File: config.mk
export PLATFORM = sky130hd
export DESIGN_NAME = mgmt_ip_filter_binding
export DESIGN_NICKNAME = d
export VERILOG_FILES = /design/src/mgmt_filter_pkg.sv /design/src/mgmt_ip_filter_binding.sv
export VERILOG_INCLUDE_DIRS = /design/src
export SDC_FILE = /design/constraint.sdc
export NUM_CORES = 1
export LEC_CHECK = 0
export ABC_AREA = 1
export BUFFER_PORTS_ARGS = -buffer_cell sky130_fd_sc_hd__buf_4
export CAP_MARGIN = 10
export CORE_AREA = 2 2 302 304
export DETAILED_ROUTE_END_ITERATION = 10
export DIE_AREA = 0 0 304 306
export PLACE_DENSITY = 0.49
export SYNTH_ARGS = -nofsm -noshare
export SYNTH_HDL_FRONTEND = slang
export SYNTH_SLANG_ARGS = --single-unit
File: constraint.sdc
create_clock -name ref_clk -period 2.05 [get_ports ref_clk]
set_input_delay 0.1025 -clock ref_clk [delete_from_list [all_inputs] [get_ports ref_clk]]
set_output_delay 0.1025 -clock ref_clk [all_outputs]
set_load 0.1 [all_outputs]
File: src/mgmt_filter_params.svh
// register offsets, field positions and reset values of the filter block
`ifndef MGMT_FILTER_PARAMS_SVH
`define MGMT_FILTER_PARAMS_SVH

// register numbers on the management page (16-bit registers)
`define REG_LOW24_LO 8'h2c
`define REG_LOW24_HI 8'h2d
`define REG_BIND_LO 8'h32
`define REG_BIND_HI 8'h33
`define REG_SHR_EN 8'h34
`define REG_V4_LO 8'h50
`define REG_V4_HI 8'h51

// binding control field positions
`define BIND_TCP9 9
`define BIND_TCP10 10
`define BIND_RSVD_LO 11
`define BIND_UDP0 12
`define BIND_DHCP6 13
`define BIND_EAP 14
`define BIND_DNS 15
`define BIND_FLEX_LSB 16
`define BIND_RANGE 28
`define BIND_ICMP6 29
`define BIND_RSVD_HI 30
`define BIND_RMCP 31

// writable bit masks (reserved and read-only bits excluded)
`define BIND_WR_MASK_LO 16'hd7ff
`define BIND_WR_MASK_HI 16'hbfff
`define SHR_EN_MASK 16'h07ff

// reset values
`define BIND_RST 32'h0000_0000
`define SHR_EN_RST 16'h0000
`define V4_RST 32'h0000_0000
`define LOW24_RST 24'h00_0000

`endif

File: src/mgmt_filter_pkg.sv
// types shared by the management filter block and its users
package mgmt_filter_pkg;

  typedef logic [10:0][47:0] mac_table_t;

  typedef struct packed {
    logic rd;
    logic wr;
    logic [7:0] addr;
    logic [15:0] wdata;
  } reg_req_t;

  typedef struct packed {
    logic ack;
    logic [15:0] rdata;
  } reg_rsp_t;

  // one received packet, already parsed; v4_dst[0] is first on the wire
  typedef struct packed {
    logic valid;
    logic [47:0] dst_mac;
    logic is_ipv6;
    logic [23:0] v6_low24;
    logic is_ipv4;
    logic is_arp;
    logic [3:0][7:0] v4_dst;
    logic [10:0] tcp_hit;
    logic udp0_hit;
    logic dhcp6_hit;
    logic eap_hit;
    logic dns_hit;
    logic [11:0] flex_hit;
    logic range_hit;
    logic icmp6_hit;
    logic rmcp_hit;
  } rx_meta_t;

  // pass is aligned with the binding control bit positions
  typedef struct packed {
    logic valid;
    logic [31:0] pass;
    logic low24_match;
    logic [10:0] slot_hit;
    logic to_fw;
    logic v4_arp_match;
    logic v4_wake_match;
  } verdict_t;

  typedef struct packed {
    logic [31:0] bind_reg;
    logic [15:0] shr_en_reg;
    logic [31:0] v4_reg;
    logic [23:0] low24_reg;
    reg_rsp_t rsp;
    verdict_t verdict;
  } state_t;

endpackage

File: src/mgmt_ip_filter_binding.sv
// management receive filter binding, shared address routing, ipv4 entry
`timescale 1ns/10ps
`default_nettype none
`include "mgmt_filter_params.svh"

module mgmt_ip_filter_binding (
  // clock and reset
  input wire logic ref_clk,
  input wire logic arst_n,
  // management register access
  input wire mgmt_filter_pkg::reg_req_t reg_req,
  output mgmt_filter_pkg::reg_rsp_t reg_rsp,
  // hardware-owned read-only binding of the dhcpv6 filter
  input wire logic addr_config_v6_bind_en,
  // shared address table kept elsewhere
  input wire mgmt_filter_pkg::mac_table_t shared_mac_slot,
  input wire logic [10:0] address_valid_flag,
  // parsed receive packet and its filter verdict
  input wire mgmt_filter_pkg::rx_meta_t rx,
  output mgmt_filter_pkg::verdict_t verdict
);
  import mgmt_filter_pkg::*;

  state_t st_reg;
  state_t st_next;
  logic [10:0] slot_match;
  logic [3:0] v4_byte_eq;

  // full 48-bit compare per slot, gated by enable and valid flag
  genvar gi;
  generate
    for (gi = 0; gi < 11; gi = gi + 1) begin : g_slot
      assign slot_match[gi] = st_reg.shr_en_reg[gi] &
        address_valid_flag[gi] &
        (rx.dst_mac == shared_mac_slot[gi]);
    end
    for (gi = 0; gi < 4; gi = gi + 1) begin : g_v4
      // entry byte gi meets wire byte gi, low byte first
      assign v4_byte_eq[gi] =
        (st_reg.v4_reg[8*gi +: 8] == rx.v4_dst[gi]);
    end
  endgenerate

  always_comb begin
    logic [31:0] hit;
    logic low24;
    hit = 32'h0000_0000;
    low24 = 1'b0;
    st_next = st_reg;

    // register writes; reserved bits are masked, bit 13 is hardware-owned
    if (reg_req.wr) begin
      case (reg_req.addr)
        `REG_BIND_LO: begin
          st_next.bind_reg[15:0] = reg_req.wdata & `BIND_WR_MASK_LO;
        end
        `REG_BIND_HI: begin
          st_next.bind_reg[31:16] = reg_req.wdata & `BIND_WR_MASK_HI;
        end
        `REG_SHR_EN: begin
          st_next.shr_en_reg = reg_req.wdata & `SHR_EN_MASK;
        end
        `REG_V4_LO: begin
          st_next.v4_reg[15:0] = reg_req.wdata;
        end
        `REG_V4_HI: begin
          st_next.v4_reg[31:16] = reg_req.wdata;
        end
        `REG_LOW24_LO: begin
          st_next.low24_reg[15:0] = reg_req.wdata;
        end
        `REG_LOW24_HI: begin
          st_next.low24_reg[23:16] = reg_req.wdata[7:0];
        end
        default: begin
        end
      endcase
    end
    st_next.bind_reg[`BIND_DHCP6] = addr_config_v6_bind_en;

    // reads answer one cycle later; unmapped numbers read zero
    st_next.rsp.ack = reg_req.rd | reg_req.wr;
    st_next.rsp.rdata = 16'h0000;
    if (reg_req.rd) begin
      case (reg_req.addr)
        `REG_BIND_LO: begin
          st_next.rsp.rdata = st_reg.bind_reg[15:0];
        end
        `REG_BIND_HI: begin
          st_next.rsp.rdata = st_reg.bind_reg[31:16];
        end
        `REG_SHR_EN: begin
          st_next.rsp.rdata = st_reg.shr_en_reg;
        end
        `REG_V4_LO: begin
          st_next.rsp.rdata = st_reg.v4_reg[15:0];
        end
        `REG_V4_HI: begin
          st_next.rsp.rdata = st_reg.v4_reg[31:16];
        end
        `REG_LOW24_LO: begin
          st_next.rsp.rdata = st_reg.low24_reg[15:0];
        end
        `REG_LOW24_HI: begin
          st_next.rsp.rdata = {8'h00, st_reg.low24_reg[23:16]};
        end
        default: begin
        end
      endcase
    end

    // only ipv6 packets can satisfy the low-24 filter
    low24 = rx.is_ipv6 && (rx.v6_low24 == st_reg.low24_reg);
    hit = {rx.rmcp_hit, 1'b0, rx.icmp6_hit, rx.range_hit, rx.flex_hit,
      rx.dns_hit, rx.eap_hit, rx.dhcp6_hit, rx.udp0_hit, 1'b0, rx.tcp_hit};

    st_next.verdict.valid = rx.valid;
    st_next.verdict.low24_match = rx.valid & low24;
    // a bound filter also needs the address match; unbound ones stand alone
    st_next.verdict.pass = {32{rx.valid}} & hit &
      ~(st_reg.bind_reg & {32{~low24}});
    st_next.verdict.slot_hit = {11{rx.valid}} & slot_match;
    st_next.verdict.to_fw = rx.valid & (|slot_match);
    // one entry feeds both the request matcher and the wake matcher
    st_next.verdict.v4_arp_match = rx.valid & rx.is_arp & (&v4_byte_eq);
    st_next.verdict.v4_wake_match =
      rx.valid & rx.is_ipv4 & (&v4_byte_eq);
  end

  always_ff @(posedge ref_clk or negedge arst_n) begin
    if (!arst_n) begin
      st_reg <= '0;
      st_reg.bind_reg <= `BIND_RST;
      st_reg.shr_en_reg <= `SHR_EN_RST;
      st_reg.v4_reg <= `V4_RST;
      st_reg.low24_reg <= `LOW24_RST;
    end else begin
      st_reg <= st_next;
    end
  end

  assign reg_rsp = st_reg.rsp;
  assign verdict = st_reg.verdict;

  logic no_low24;
  assign no_low24 = !(rx.is_ipv6 && (rx.v6_low24 == st_reg.low24_reg));

  // whole-word compare, relying on wire byte 0 sitting lowest in the word
  logic v4_entry_hit;
  assign v4_entry_hit = (rx.v4_dst == st_reg.v4_reg);
endmodule
`default_nettype wire

==> results.md <==
- Main combinational cell family by area after synthesis: simple AND/OR/NAND/NOR gates
- Seq/Total Area, Yosys: 25.2%
- Vias per cell: around 4.6
- Post-synth cell types: 43
- GP Congestion: around 1.0
- Hpwl dp: around 120 mm
- Commonest non-fill, non-tap cell in the layout: nand2_1
- Worst EP arrival: around 2.3 ns
- Final Power: around 11 mW
- Final antenna-violating net count: 0
- Number of enable flip-flop cells after synthesis: 0
- Worst VDD drop: 0.609 mV
- Row cnt: 110
- Chip height: ~300 um
- First-pass GRT wire length: about 180 mm
- Commonest non-fill, non-tap cells in the layout: nand2_1, buf_4, nor2_1, o21ai_0, inv_1
- Avg WL per Cell: 29.3 um
- Worst Skew: 0.00999 ns
- CTS root buf: clkbuf_16
- Area Overhead vs Synth: 53.9%
- Final setup fails: 0
- Worst slew margin: approximately 50%
- Adder-cell share of the synthesized area: 0%
- Worst setup margin: approximately 0.004 ns
- Final hold violations: 0
- Met2 Use GR: 47.4%
- Met3 Use GR: between 7 and 8%
- Hold crit path type: in -> reg
- H-tree Lvls: 4
- Tightest Pin Transition: roughly 0.74 ns
- Die ar.: around 93000 sq um
- M1 GR Usage: a little over a third
- Vias in the first global route: 21300
- Port bufs: 768
- # IOs: 771
- Yosys warns: 0
- Maximum clock rate: slightly below 500 MHz
- Cts bufs inserted: 17
- Worst Hold Margin: about 0.051 ns
- Max-Cap Viols: 0
- Crit path max fanout: 3
- Clock sink count: 160
- Main synth FF type: dfrtp_1
- Register bit count reported by yosys: 160
- Leak Pwr: roughly 13 nW
- RSZ-0062 raised after global routing: true
- Compound-Gate Fraction of Synth Area: between 10% and 20%
- DRT Pass-1 Iters: 6
- Max FFs per register: 97
- Layer with the highest usage: met2
- Layout Utilization: 27.3%
- Drt total wl: ~140 mm
- Placed instance area: ~23000 sq um
- Die Wd: between 300 and 400 um
- NumNets Final: roughly 4200
- Initial DRC count: about 2200
- Fin crit share: 99.8%
- FFs w/ async S/R, synth: 100%
- Post-synthesis mux area share: 0%
- WP data required: 2.34 ns
- Synth Area in XOR/XNOR: approximately a tenth
- Place WS: -0.442 ns
- Tot GR Track Use: slightly below 30%
- Critical path class: reg -> reg
- Mapped Area: 15900 sq um
- Remaining global-route overflow: 0
- Layout Cell Area excl Fill: between 20000 and 25000 sq um
- Syn_area_per_cell: ~5.9 sq um
- Outcome: complete, no violations
- Clock Latency Late Sink: roughly 0.45 ns
- Initial cell density of the core: ~18%
- Gate count after technology mapping: about 2700
- Simple-gate share of the synthesized area: 35.7%
- Slew Limit Fails: 0
- Vias: around 22000
- Fraction of layout cells with a size suffix above 1: 29.5%
- Crit path launch type: register
- Fin crit period: about 2.0 ns
- Pwr Density: approximately 460 nW/um^2
- CP Capture Type: register
- Core area: approximately 90000 sq um
- Residual DRC count: 0
- Pin count of the biggest net entering global routing: between 50 and 60
- Clock tree buffer depth: 2
- CTS tree: built
- Initial antenna violation count: 53
- Reg clk slew, reported paths: 0.07 ns
power by group:
part / total [mW] / leakage (nW) / internal [mW] / switching [mW]
Clock: 3.30 / 0.285 / 1.79 / 1.51
Combinational: 4.48 / 10.2 / 1.85 / 2.63
Sequential: 3.42 / 2.17 / 3.28 / 0.139
Yosys cell counts (3+ instances only):
cell	count	area, sq um
o21ai_1	40	200
xor2_1	62	543
buf_2	17	85.1
a41oi_1	3	26.3
a31oi_1	5	31.3
a221oi_1	15	131
nor4_1	4	25.0
nand2_2	5	31.3
clkbuf_1	21	78.8
dfrtp_1	160	4000
xnor2_1	112	981
buf_4	106	796
nor2_1	348	1310
nand4_1	14	87.6
nand3_1	33	165
nand2_1	1023	3840
nor3_1	13	65.1
a21oi_1	37	185
inv_2	31	116
o22ai_1	32	200
or2_2	11	68.8
inv_1	268	1010
nor2_2	4	25.0
a21oi_2	21	184
o21ai_0	276	1380
buf_6	16	180
area by class of cell:
type / instances / area (sq um)
Timing Repair Buffer: 960 / 7570
Clock buffer: 19 / 453
Inverter: 300 / 1130
Multi-Input combinational cell: 2078 / 9660
Sequential cell: 160 / 4010
Tap cell: 1176 / 1470
Clock inverter: 13 / 146
Fill cell: 10300 / 65100
Antenna cell: 27 / 67.6
per-layer routing:
metal / wire length (um) / part of all wire [%]
met3: 12800 / 9.2
met5: 199 / 0.14
met4: 5930 / 4.3
met2: 63500 / 46
met1: 56400 / 41
per-stage QoR:
step,TNS [ns],instances
after floorplan,0,2699
after global placement,-0.952,4636
after detailed placement,-0.930,4636
after CTS,0,4705
after global routing,-0.00971,4723
final,0,4733
kinds of logic after synthesis:
family,after synthesis
simple gates,1463
buf+inv,461
compound gates,439
xor+xnor,174
flops,160
other cells,1
worst paths after layout:
check                                         from                       to  slack (ns)  depth (start not counted)
min                                         rx[82]    verdict[14]$_DFF_PN0_        0.05                          6
min reg2reg                st_reg[113]$_DFFE_PN0P_  st_reg[113]$_DFFE_PN0P_        0.49                          2
max                        st_reg[131]$_DFFE_PN0P_    verdict[13]$_DFF_PN0_       0.004                          8
max reg2reg                st_reg[131]$_DFFE_PN0P_    verdict[13]$_DFF_PN0_       0.004                          8
max in group asynchronous                   arst_n  st_reg[123]$_DFFE_PN0P_        1.20                          3
min in group asynchronous                   arst_n     reg_rsp[6]$_DFF_PN0_        0.16                          2
repair_timing:
action | CTS | global route
gates resized for setup | 5 | 6
buffers inserted | 0 | 1
endpoints found under the hold margin | 78 | 0
hold buffers | 37 | 0
endpoints found under the setup margin | 2 | 2
pin swaps | 0 | 4
worst max-delay path, stage by stage, from the launching register on:
cell,delay [ns]
dfrtp_2,0.41
nand2_1,0.10
nor2_1,0.15
nand3_2,0.20
nor2_4,0.17
nand2_1,0.09
nor2_4,0.23
nand2_1,0.12
nor3_1,0.41
Note: power is estimated with default switching activity, not from simulation.
